**src/hlcp_consts.svh**
```systemverilog
// hlcp_consts.svh: offsets, field positions, reset values and timing counts
// of the host load control port. included by bare name; definitions only.
`ifndef HLCP_CONSTS_SVH
`define HLCP_CONSTS_SVH

// i/o register offsets within the 8-byte region
`define HLCP_OFS_HANDSHAKE 3'h0
`define HLCP_OFS_CONTROL 3'h1
`define HLCP_OFS_BASE_MATCH 3'h2
`define HLCP_OFS_SPAN 3'h3
`define HLCP_OFS_IRQ_SEL 3'h4
// control register bit positions
`define HLCP_CTL_FLAG_BIT 2
`define HLCP_CTL_IRQ_EN_BIT 5
`define HLCP_CTL_MEM_EN_BIT 6
`define HLCP_CTL_RUN_BIT 7
// reset value and boot handshake codes
`define HLCP_SPAN_RST 8'h3f
`define HLCP_BOOT_CODE 8'h41
`define HLCP_BOOT_IDLE 8'hff
// boot code settles this long after reset release
`define HLCP_BOOT_NS 1000
`define HLCP_CLK_NS 4
`define HLCP_BOOT_CYC ((`HLCP_BOOT_NS + `HLCP_CLK_NS - 1) / `HLCP_CLK_NS)

`endif

```
**src/hlcp_pkg.sv**
```systemverilog
// hlcp_pkg.sv: types of the host load control port.
// assumes nothing beyond a SystemVerilog compiler.
package hlcp_pkg;

    // host i/o cycle toward the card registers
    typedef struct packed {
        logic [2:0] addr;
        logic [7:0] wdata;
        logic rd;
        logic wr;
    } hlcp_io_req_t;

    // control register layout
    typedef struct packed {
        logic run;
        logic mem_en;
        logic irq_en;
        logic [2:0] spare_hi;
        logic [1:0] spare_lo;
    } hlcp_ctl_t;

    typedef enum logic [1:0] {
        HLCP_IN_RESET,
        HLCP_BOOTING,
        HLCP_READY
    } hlcp_boot_t;

endpackage : hlcp_pkg

```
**src/host_load_control_port.sv**
```systemverilog
// host_load_control_port.sv: host-side i/o registers and memory window decode
// of a plug-in network card. assumes host strobes are registered on I_REF_CLK,
// the firmware start pin comes from another domain.
// Notes on behaviour
// - boot handshake byte reads 0x41 once boot completes
// - zero control write disables card entirely
// - base match holds address bits 19:12
// - window span selects size, default 0x3f
// - control 0x40 enables shared memory
// - control 0x20 enables host interrupt
// - line select maps eight codes, else off
// - control 0x80 releases on-card processor
// - card sets control bit 2 when started while control 0x80 is set
`timescale 1ns/1ns
`include "hlcp_consts.svh"
module host_load_control_port (
    input wire logic I_REF_CLK, // 250 mhz clock
    input wire logic I_SRST, // synchronous reset, high
    input wire hlcp_pkg::hlcp_io_req_t I_IO_REQ, // host i/o cycle, same domain
    output logic [7:0] O_IO_RDATA, // register read data
    input wire logic [19:12] I_MEM_ADDR_HI, // host memory address upper byte
    output logic O_MEM_SELECT, // card claims this memory cycle
    input wire logic I_FW_STARTED, // on-card firmware started, async
    input wire logic I_CARD_IRQ, // on-card interrupt request
    output logic O_CPU_RUN, // on-card processor released
    output logic [15:0] O_HOST_IRQ, // host interrupt lines
    output logic O_HOST_IRQ_OE // high while driving an interrupt line
);
    hlcp_pkg::hlcp_ctl_t ctl_r, ctl_nxt;
    logic flag_r, flag_nxt;
    logic [7:0] base_r, base_nxt;
    logic [7:0] span_r, span_nxt;
    logic [3:0] irq_sel_r, irq_sel_nxt;
    logic [7:0] rdata_r, rdata_nxt;
    hlcp_pkg::hlcp_boot_t boot_r, boot_nxt;
    logic [17:0] boot_cnt_r, boot_cnt_nxt;
    logic started_s;
    logic started_d_r;
    logic irq_ok;
    logic [3:0] irq_line;
    logic [7:0] ctl_byte;
    logic wr_ctl, wr_base, wr_span, wr_irq_sel;

    hlcp_sync2 u_fw_sync (
        .i_clk(I_REF_CLK),
        .i_d(I_FW_STARTED),
        .o_q(started_s)
    );

    // control byte as seen by the host
    always_comb begin
        ctl_byte = ctl_r;
        ctl_byte[`HLCP_CTL_FLAG_BIT] = flag_r;
    end

    // boot code sequencing after reset
    always_comb begin
        boot_nxt = boot_r;
        boot_cnt_nxt = boot_cnt_r;
        unique case (boot_r)
            hlcp_pkg::HLCP_IN_RESET: begin
                boot_nxt = hlcp_pkg::HLCP_BOOTING;
                boot_cnt_nxt = 18'h0;
            end
            hlcp_pkg::HLCP_BOOTING: begin
                boot_cnt_nxt = boot_cnt_r + 18'h1;
                if (boot_cnt_r == 18'(`HLCP_BOOT_CYC - 1)) begin
                    boot_nxt = hlcp_pkg::HLCP_READY;
                end
            end
            hlcp_pkg::HLCP_READY: begin
                boot_nxt = hlcp_pkg::HLCP_READY;
            end
        endcase
    end

    always_ff @(posedge I_REF_CLK) begin
        if (I_SRST) begin
            boot_r <= hlcp_pkg::HLCP_IN_RESET;
            boot_cnt_r <= 18'h0;
        end else begin
            boot_r <= boot_nxt;
            boot_cnt_r <= boot_cnt_nxt;
        end
    end

    // write strobes decoded from the host i/o cycle
    always_comb begin
        wr_ctl = 1'b0;
        wr_base = 1'b0;
        wr_span = 1'b0;
        wr_irq_sel = 1'b0;
        if (I_IO_REQ.wr) begin
            unique case (I_IO_REQ.addr)
                `HLCP_OFS_CONTROL: wr_ctl = 1'b1;
                `HLCP_OFS_BASE_MATCH: wr_base = 1'b1;
                `HLCP_OFS_SPAN: wr_span = 1'b1;
                `HLCP_OFS_IRQ_SEL: wr_irq_sel = 1'b1;
                default: ; // unmapped offsets ignore writes
            endcase
        end
    end

    // control register: a zero write drops every enable at once
    always_comb begin
        ctl_nxt = ctl_r;
        if (wr_ctl) begin
            ctl_nxt = I_IO_REQ.wdata;
            ctl_nxt.spare_lo = 2'h0; // low bits always read zero
        end
    end

    always_ff @(posedge I_REF_CLK) begin
        if (I_SRST) begin
            ctl_r <= '0;
        end else begin
            ctl_r <= ctl_nxt;
        end
    end

    // window placement and size
    always_comb begin
        base_nxt = base_r;
        span_nxt = span_r;
        if (wr_base) begin
            base_nxt = I_IO_REQ.wdata;
        end
        if (wr_span) begin
            span_nxt = I_IO_REQ.wdata;
        end
    end

    always_ff @(posedge I_REF_CLK) begin
        if (I_SRST) begin
            base_r <= 8'h00;
            span_r <= `HLCP_SPAN_RST;
        end else begin
            base_r <= base_nxt;
            span_r <= span_nxt;
        end
    end

    // interrupt line select code
    always_comb begin
        irq_sel_nxt = irq_sel_r;
        if (wr_irq_sel) begin
            irq_sel_nxt = I_IO_REQ.wdata[3:0];
        end
    end

    always_ff @(posedge I_REF_CLK) begin
        if (I_SRST) begin
            irq_sel_r <= 4'h0;
        end else begin
            irq_sel_r <= irq_sel_nxt;
        end
    end

    // start flag: host write with bit 2 low clears, firmware start sets while run is set
    always_comb begin
        flag_nxt = flag_r;
        if (wr_ctl && !I_IO_REQ.wdata[`HLCP_CTL_FLAG_BIT]) begin
            flag_nxt = 1'b0; // host clears flag by writing zero
        end
        // set wins over a clear in the same cycle if that write keeps run set
        if (started_s && !started_d_r && ctl_nxt.run) begin
            flag_nxt = 1'b1;
        end
    end

    always_ff @(posedge I_REF_CLK) begin
        if (I_SRST) begin
            flag_r <= 1'b0;
            started_d_r <= 1'b0;
        end else begin
            flag_r <= flag_nxt;
            started_d_r <= started_s;
        end
    end

    // read data: registered, holds until the next read
    always_comb begin
        rdata_nxt = rdata_r;
        if (I_IO_REQ.rd) begin
            unique case (I_IO_REQ.addr)
                `HLCP_OFS_HANDSHAKE: rdata_nxt = (boot_r == hlcp_pkg::HLCP_READY) ?
                    `HLCP_BOOT_CODE : `HLCP_BOOT_IDLE;
                `HLCP_OFS_CONTROL: rdata_nxt = ctl_byte;
                `HLCP_OFS_BASE_MATCH: rdata_nxt = base_r;
                `HLCP_OFS_SPAN: rdata_nxt = span_r;
                `HLCP_OFS_IRQ_SEL: rdata_nxt = {4'h0, irq_sel_r};
                default: rdata_nxt = 8'h00; // unmapped offsets read zero
            endcase
        end
    end

    always_ff @(posedge I_REF_CLK) begin
        if (I_SRST) begin
            rdata_r <= 8'h00;
        end else begin
            rdata_r <= rdata_nxt;
        end
    end

    // interrupt line decode: eight supported codes, any other disables
    always_comb begin
        irq_ok = 1'b1;
        irq_line = 4'h0;
        unique case (irq_sel_r)
            4'h2: irq_line = 4'h2;
            4'h5: irq_line = 4'h5;
            4'h7: irq_line = 4'h7;
            4'h9: irq_line = 4'h9;
            4'ha: irq_line = 4'ha;
            4'hb: irq_line = 4'hb;
            4'hc: irq_line = 4'hc;
            4'hf: irq_line = 4'hf;
            default: irq_ok = 1'b0;
        endcase
    end

    // outputs
    assign O_IO_RDATA = rdata_r;
    assign O_CPU_RUN = ctl_r.run;
    assign O_MEM_SELECT = ctl_r.mem_en && ((I_MEM_ADDR_HI & ~span_r) == (base_r & ~span_r));
    assign O_HOST_IRQ_OE = ctl_r.irq_en && irq_ok;
    assign O_HOST_IRQ = (O_HOST_IRQ_OE && I_CARD_IRQ) ? (16'h1 << irq_line) : 16'h0;
endmodule : host_load_control_port

```
**src/hlcp_sync2.sv**
```systemverilog
// hlcp_sync2.sv: two flip-flop synchroniser for one level.
// assumes i_d is asynchronous to i_clk.
`timescale 1ns/1ns
module hlcp_sync2 (
    input wire logic i_clk, // sampling clock
    input wire logic i_d, // asynchronous level
    output logic o_q // synchronised level
);
    logic meta_r;
    logic sync_r;

    // first stage feeds only the second
    always_ff @(posedge i_clk) begin
        meta_r <= i_d;
        sync_r <= meta_r;
    end

    assign o_q = sync_r;
endmodule : hlcp_sync2

```
**config.mk**
```make
export PLATFORM = sky130hd
export DESIGN_NAME = host_load_control_port
export DESIGN_NICKNAME = d
export VERILOG_FILES = /design/src/hlcp_pkg.sv /design/src/host_load_control_port.sv /design/src/hlcp_sync2.sv
export VERILOG_INCLUDE_DIRS = /design/src
export SDC_FILE = /design/constraint.sdc
export NUM_CORES = 1
export LEC_CHECK = 0
export BUFFER_PORTS_ARGS = -buffer_cell sky130_fd_sc_hd__buf_2
export CAP_MARGIN = 20
export CORE_ASPECT_RATIO = 0.8
export CORE_MARGIN = 2
export CORE_UTILIZATION = 32
export DETAILED_ROUTE_END_ITERATION = 12
export GPL_TIMING_DRIVEN = 1
export SKIP_CTS_REPAIR_TIMING = 1
export SLEW_MARGIN = 20
export SYNTH_ARGS = -nofsm -noshare
export SYNTH_HDL_FRONTEND = slang
export SYNTH_SLANG_ARGS = --single-unit
```
**constraint.sdc**
```tcl
create_clock -name I_REF_CLK -period 2.2 [get_ports I_REF_CLK]
set_clock_uncertainty 0.15 [all_clocks]
set_input_delay 0.44 -clock I_REF_CLK [delete_from_list [all_inputs] [get_ports I_REF_CLK]]
set_output_delay 0.44 -clock I_REF_CLK [all_outputs]
set_load 0.05 [all_outputs]
```
==> results of run 1 <==
registers in the layout, summed over array words and instances (netlist names), 2 cells and up:
name	flops
O_IO_RDATA	8
span_r	8
boot_cnt_r	18
base_r	8
ctl_byte	4
irq_sel_r	4
boot_r	2
per-layer routing:
metal,vias to the layer above,track usage [%]
li1,1373,-
met1,1248,24.14
met2,89,21.14
met3,7,4.518
met4,0,3.395
met5,-,0
final timing paths:
kind	slack, ns	to	from	cells past startpoint
min	0.07	u_fw_sync.meta_r	I_FW_STARTED	1
max	-0.05	O_MEM_SELECT	base_r[2]	5
max reg2reg	0.27	boot_cnt_r[16]	boot_r[1]	6
min reg2reg	0.18	u_fw_sync.o_q	u_fw_sync.meta_r	0
where the power goes:
part	total, W	switching (W)	internal, W
Combinational	0.000603	0.000376	0.000227
Clock	0.00174	0.000462	0.00128
Sequential	0.00111	0.0000337	0.00108
Total	0.00346	0.000871	0.00259
cells in the mapped netlist, drive strengths merged (3+ instances only):
| library cell | n |
|---|---|
| a21oi | 28 |
| a31oi | 3 |
| and2 | 3 |
| and3 | 5 |
| buf | 12 |
| clkbuf | 13 |
| dfxtp | 57 |
| ha | 5 |
| inv | 8 |
| mux2i | 17 |
| mux4 | 3 |
| nand2 | 46 |
| nand2b | 6 |
| nand3 | 22 |
| nand4 | 9 |
| nand4b | 3 |
| nor2 | 35 |
| nor2b | 8 |
| nor3 | 10 |
| o21ai | 14 |
| o22ai | 4 |
| o31ai | 3 |
| or2 | 4 |
| or4 | 4 |
| xnor2 | 8 |
through the flow:
step	total power, W	hold slack (ns)
CTS	0.003479	0.06247
floorplan	0.001527	0.1596
global placement	0.001718	0.1673
global route	0.003610	0.06246
detailed placement	0.001721	0.1746
finish	0.003458	0.07421
cells by family after synthesis:
kind of cell	after synthesis	share of synthesized area (%)
multiplexers	21	8.407
buffers and inverters	34	5.661
flip-flops	57	38.53
adder cells (fa/ha/maj)	5	2.112
other	1	0.1266
XOR/XNOR	8	2.366
AND/OR/NAND/NOR	165	28.77
AO/OA/AOI/OAI	68	14.03
cell type report:
type,instances,area [sq um]
clock buffer,11,252.7
clock inverter,5,125.1
fill,878,5221
inverter,9,33.78
multi-input combinational,275,1739
sequential,57,1150
tap,115,143.9
timing repair buffer,63,371.6
==> impl_metrics.ini, run 1 <==
[outcome]
status = finished, violations left
violations = negative setup slack

[worst_setup_path]
startpoint_type = flip-flop
worstSetupPathType = flip-flop to output pin
cp-end-kind = output pin
cp_cell_sequence = xnor2_1, o22ai_1, or3_4, nor3_4, buf_6
arrival_ns = 1.66
critPathMaxStageDelay_ns = 0.40
path_max_fanout = 2
slowest_stage = or3_4
cp_data_required_time_ns = 1.61
critPathTopFamily = simple AND/OR/NAND/NOR gates
cp.buffers_inverters = 1

[grt]
grt_max_degree = 28
grt_first_pass_wirelength_mm = 12.54
track_usage_pct = 15.61
antenna_found_initial = 0
overflow = 0
grt_pass1_vias = 2378

[yosys]
synth-edff-count = 0
synth_area_sq_um = 2962
synth_top_area_share_pct = 38.53
synth_seq_cells = 57
synth_cell_types = 55
yosysWarningCount = 0
synth-main-ff-cell = dfxtp_1
synthCells = 359
synth_top_cell_by_area = dfxtp_1
syn_avg_cell_area_sq_um = 8.250
ys_top_cells_by_area = dfxtp_1 39%, nand2_1 5.8%, mux2i_1 5.7%
seq_area_frac_synth_pct = 38.53
async_reset_ff_share_pct = 0

[layout]
final_common_cell = dfxtp_1
final_cell_mix = 50 x dfxtp_1, 46 x nand2_1, 42 x buf_2
fin_cells = 535
antenna_cells = 0
nNetsFinal = 445
drive_gt1_share_pct = 26.67
syn_to_final_growth_pct = 28.86
design_area_sq_um = 3816
final_util_pct = 42.23

[timing]
rsz0062_at_grt = yes
fmaxAchievable_ghz = 0.4449
hold_violations = 0
finalSetupViolCount = 1
slew_viol_final = 0
tightest_slew_ns = 0.5990
finalCriticalPeriod_ns = 2.248
fin_ws_ns = -0.04784
finalCritPeriodShare_pct = 102.2
relSlewSlack_pct = 59.70
setup_tns_ns = -0.04784

[place]
placed_cell_area_sq_um = 3368
dp_hpwl_mm = 5.730
numPortBuffers = 43
gp_congestion = 0.8461
place_inst = 517
pre_cts_ws_ns = 0.01918

[drt]
drt-met1-wl_mm = 3.969
ant_nets = 0
wl_met2_mm = 3.253
routed_via_density = 5.079
first_pass_iters = 5
drt-initial-drc-count = 177
wl_met3_um = 439
vias = 2717
highest_layer = met4
wire_per_inst_um = 14.46
route.detailed.drc = 0
wl_mm = 7.736

[power]
leakage_nw = 1.561
power_density_nw_per_um2 = 906.1
ir_worst_vdd_mv = 0.4050

[clock_tree]
clkSlewWorstSetupHoldPaths_ns = 0.05
cts_buffers = 9
cts-root-buf = clkbuf_16
clock_latency_ns = 0.32
cts_tree = built
clockBufferDepth = 2
clkSinkCount = 57
h-tree-depth = 3

[floorplan]
initial_core_util_pct = 32.77
die_w_um = 111.6
io_pins = 52
die_h_um = 90.05
coreArea_sq_um = 9037
die_area_sq_um = 10050
fp-row-count = 31

[worst_hold_path]
hp-class = input pin to flip-flop

[run]
cap_violations = 0
No activity file was read; power rests on OpenSTA's default activity.
==> inputs of run 2 (changes only) <==
Settings changed: BUFFER_PORTS_ARGS -buffer_cell sky130_fd_sc_hd__buf_2 to unset, CORE_MARGIN 2 to unset, DONT_BUFFER_PORTS set to 1.
==> impl_metrics.ini, run 2 (synthesis gave the netlist of run 1 again) <==
[place]
pre_cts_ws_ns = 0.1598
dp_hpwl_mm = 5.571
numPortBuffers = 0
gp_congestion = 0.8216

[timing]
finalCriticalPeriod_ns = 2.177
fin_ws_ns = 0.02315
tightest_slew_ns = 0.6920
finalCritPeriodShare_pct = 98.95
relSlewSlack_pct = 53.51
hold_violations = 0
fmaxAchievable_ghz = 0.4594
rsz0062_at_grt = yes
slew_viol_final = 0
finalSetupViolCount = 0

[worst_setup_path]
worstSetupPathType = flip-flop to output pin
cp_data_required_time_ns = 1.61
crit_start = base_r[4]
arrival_ns = 1.59
startpoint_type = flip-flop
reg2reg_from = boot_r[1]
cp-end-kind = output pin
path_max_fanout = 3
cp_cell_sequence = xnor2_1, o22ai_1, or3_1, nor3_2, buf_6
slowest_stage = or3_1
critPathMaxStageDelay_ns = 0.34

[drt]
ant_nets = 0
wire_per_inst_um = 15.72
first_pass_iters = 4
drt-initial-drc-count = 150
route.detailed.drc = 0
vias = 2612
wl_mm = 7.750
routed_via_density = 5.298

[grt]
overflow = 0
grt_max_degree = 49
track_usage_pct = 17.00
grt_pass1_vias = 2340
grt_first_pass_wirelength_mm = 12.18
antenna_found_initial = 0

[clock_tree]
h-tree-depth = 3
clockBufferDepth = 2
cts_tree = built
cts_buffers = 9
cts-root-buf = clkbuf_16
clkSlewWorstSetupHoldPaths_ns = 0.05
clkSinkCount = 57
clock_latency_ns = 0.32

[floorplan]
die_h_um = 88.05
initial_core_util_pct = 32.91
die_area_sq_um = 9646
die_w_um = 109.6
fp-row-count = 31
coreArea_sq_um = 8999
io_pins = 52

[layout]
antenna_cells = 0
final_cell_mix = 52 x dfxtp_1, 46 x nand2_1, 35 x nor2_1
syn_to_final_growth_pct = 19.31
drive_gt1_share_pct = 16.67
largest_register_ffs = 18
final_common_cell = dfxtp_1
largest_register = boot_cnt_r
nNetsFinal = 403

[power]
p_total_w = 0.003226
leakage_nw = 1.338
ir_worst_vdd_mv = 0.5492
power_density_nw_per_um2 = 912.9

[run]
cap_violations = 0

[outcome]
status = finished, final reports clean

[worst_hold_path]
hp-class = input pin to flip-flop
worstHoldStart = I_SRST
run 2: changes by cell type in the layout (fill, tap and decap cells not counted), moves of 2 or more:
cell and change:
dfxtp_1 +2, clkinv_2 +2, buf_2 -42, dfxtp_2 -2
xnor2_2 -3, xnor2_1 +3
run 2: path summary, 6_finish.rpt:
check	slack (ns)	to	cells after the start
setup / recovery	0.02	O_MEM_SELECT	5
hold / removal	0.05	O_IO_RDATA[6]	1
setup reg to reg	0.15	boot_cnt_r[16]	6
hold reg to reg	0.17	u_fw_sync.o_q	0
run 2: metrics by stage:
step                util, %  hold slack (ns)  TNS (ns)  cells  instance area (sq um)
detailed placement    35.21           0.1644         0    476                   3168
finish                39.27          0.04683         0    493                   3533
global route          39.27          0.02133  -0.07601    493                   3533
CTS                   39.03         -0.02143  -0.08464    492                   3512
global placement      35.21           0.1621         0    476                   3168
floorplan                 -           0.1596  -0.06547    366                   3008
run 2: critical path, delay by kind of cell (launching register included):
kind                      cells  cell delay, ns
AOI/OAI and AO/OA             1            0.13
buffers and inverters         1            0.18
DFF                           1            0.33
and+or+nand+nor               2            0.48
xor gates and xnor gates      1            0.15
run 2: metal layers:
layer / up-vias / global-route usage [%] / part of all wire, %
li1: 1298 / - / -
met1: 1227 / 23.52 / 47
met2: 81 / 23.16 / 42
met3: 6 / 6.622 / 9.2
met4: 0 / 7.394 / 1.0
met5: - / 0 / 0
run 2: cell type report:
cell class | count | area [sq um]
inverters | 9 | 33.78
fillers | 914 | 5465
repair buffers | 21 | 163.9
clock inverters | 6 | 105.1
flip-flops and latches | 57 | 1147
well taps | 115 | 143.9
clock buffers | 10 | 239.0
multi-input cells | 275 | 1700
run 2: power by group:
group          internal [W]  switching [W]  leakage, nW
clock network       0.00113       0.000471        0.172
registers           0.00108      0.0000665        0.465
logic              0.000188       0.000290        0.700
total               0.00240       0.000828         1.34
==> inputs of run 3 (changes only) <==
Settings changed: ABC_AREA set to 0, SYNTH_HIERARCHICAL set to 1.
==> impl_metrics.ini, run 3 <==
[outcome]
status = finished, final reports clean

[grt]
overflow = 0
grt_first_pass_wirelength_mm = 12.18
grt_max_degree = 49
antenna_found_initial = 0
track_usage_pct = 17.00
grt_pass1_vias = 2340

[worst_setup_path]
startpoint_type = flip-flop
cp_data_required_time_ns = 1.61
cp_cell_sequence = xnor2_1, o22ai_1, or3_1, nor3_2, buf_6
reg2reg_from = boot_r[1]
slowest_stage = or3_1
cp-end-kind = output pin
worstSetupPathType = flip-flop to output pin
critPathMaxStageDelay_ns = 0.34
arrival_ns = 1.59
path_max_fanout = 3
crit_start = base_r[4]

[clock_tree]
h-tree-depth = 3
clkSinkCount = 57
clkSlewWorstSetupHoldPaths_ns = 0.05
clockBufferDepth = 2
clock_latency_ns = 0.32
cts_buffers = 9
cts-root-buf = clkbuf_16
cts_tree = built

[place]
numPortBuffers = 0
gp_congestion = 0.8216
dp_hpwl_mm = 5.571
place_inst = 476

[yosys]
synth_seq_cells = 57
synth-main-ff-cell = dfxtp_1
synth_area_sq_um = 2962
synth_cell_types = 55
async_reset_ff_share_pct = 0
synth_top_area_share_pct = 38.53
ys_top_cells_by_area = dfxtp_1 39%, nand2_1 5.8%, mux2i_1 5.7%
synth-edff-count = 0
synth_common_cells = 57 x dfxtp_1, 46 x nand2_1, 35 x nor2_1, 28 x a21oi_1, 21 x nand3_1
yosysMostFrequentCell = dfxtp_1
synthCells = 359
yosysWarningCount = 6
synth_top_cell_by_area = dfxtp_1
seq_area_frac_synth_pct = 38.53
syn_avg_cell_area_sq_um = 8.250

[layout]
largest_register_ffs = 18
fill_cells = 914
antenna_cells = 0
nNetsFinal = 403
syn_to_final_growth_pct = 19.31
largest_register = boot_cnt_r
final_common_cell = dfxtp_1
fin_cells = 493
regArea_sq_um = 1147
final_cell_mix = 52 x dfxtp_1, 46 x nand2_1, 35 x nor2_1
drive_gt1_share_pct = 16.67
multiInputGateArea_sq_um = 1700

[drt]
vias = 2612
route.detailed.drc = 0
first_pass_iters = 4
ant_nets = 0
routed_via_density = 5.298
wl_mm = 7.750
drt-initial-drc-count = 150
wire_per_inst_um = 15.72

[run]
cap_violations = 0

[timing]
rsz0062_at_grt = yes
finalCritPeriodShare_pct = 98.95
relSlewSlack_pct = 53.51
finalSetupViolCount = 0
setup_tns_ns = 0
slew_viol_final = 0
finalCriticalPeriod_ns = 2.177
hold_violations = 0
tightest_slew_ns = 0.6920
fmaxAchievable_ghz = 0.4594

[floorplan]
initial_core_util_pct = 32.91
coreArea_sq_um = 8999
die_w_um = 109.6
io_pins = 52
fp-row-count = 31
die_h_um = 88.05
die_area_sq_um = 9646

[worst_hold_path]
hp-class = input pin to flip-flop
worstHoldStart = I_SRST

[power]
ir_worst_vdd_mv = 0.5492
leakage_nw = 1.338
power_density_nw_per_um2 = 912.9
-- run 3: cell counts after synthesis --
No cell type changed its count.
-- run 3: cell type report --
| class | instances | share of cell area, % |
|---|---|---|
| clock buffer | 10 | 6.763 |
| clock inverter | 6 | 2.975 |
| sequential | 57 | 32.47 |
| tap | 115 | 4.072 |
| timing repair buffer | 21 | 4.639 |
| inverter | 9 | 0.9561 |
| multi-input combinational | 275 | 48.12 |
-- run 3: logic make-up after synthesis --
group / count (synthesis) / synth area share (%)
compound gates: 68 / 14.03
xor+xnor: 8 / 2.366
fa+ha+maj: 5 / 2.112
buf+inv: 34 / 5.661
flops: 57 / 38.53
mux: 21 / 8.407
other cells: 1 / 0.1266
simple gates: 165 / 28.77
-- run 3: final timing paths --
check                        end  slack, ns  cells after the start
setup / recovery    O_MEM_SELECT       0.02                      5
hold / removal     O_IO_RDATA[6]       0.05                      1
setup reg to reg  boot_cnt_r[16]       0.15                      6
hold reg to reg    u_fw_sync/o_q       0.17                      0
-- run 3: per-stage QoR --
stage / hold slack, ns / cell area (sq um) / setup slack (ns) / util, % / total power, W
3_5_place_dp: 0.1644 / 3168 / 0.1598 / 35.21 / 0.001642
2_1_floorplan: 0.1596 / 3008 / -0.06547 / - / 0.001527
4_1_cts: -0.02143 / 3512 / -0.08464 / 39.03 / 0.003251
5_1_grt: 0.02133 / 3533 / -0.07601 / 39.27 / 0.003361
6_report: 0.04683 / 3533 / 0.02315 / 39.27 / 0.003226
3_3_place_gp: 0.1621 / 3168 / 0.1860 / 35.21 / 0.001628
-- run 3: worst max-delay path: cells and delay by family (launching register included) --
family	cells	cell delay, ns
xor+xnor	1	0.15
compound gates	1	0.13
buf+inv	1	0.18
simple gates	2	0.48
flops	1	0.33
-- run 3: report_power, final --
| part | total (W) | internal, W | leakage [nW] | switching, W |
|---|---|---|---|---|
| Clock | 0.00160 | 0.00113 | 0.172 | 0.000471 |
| Combinational | 0.000479 | 0.000188 | 0.700 | 0.000290 |
| Sequential | 0.00115 | 0.00108 | 0.465 | 0.0000665 |
-- run 3: per-layer routing --
layer	part of all wire (%)	vias to the layer above	routed length [um]	track usage, %
li1	-	1298	-	-
met1	47	1227	3676	23.52
met2	42	81	3284	23.16
met3	9.2	6	710	6.622
met4	1.0	0	80	7.394
met5	0	-	0	0
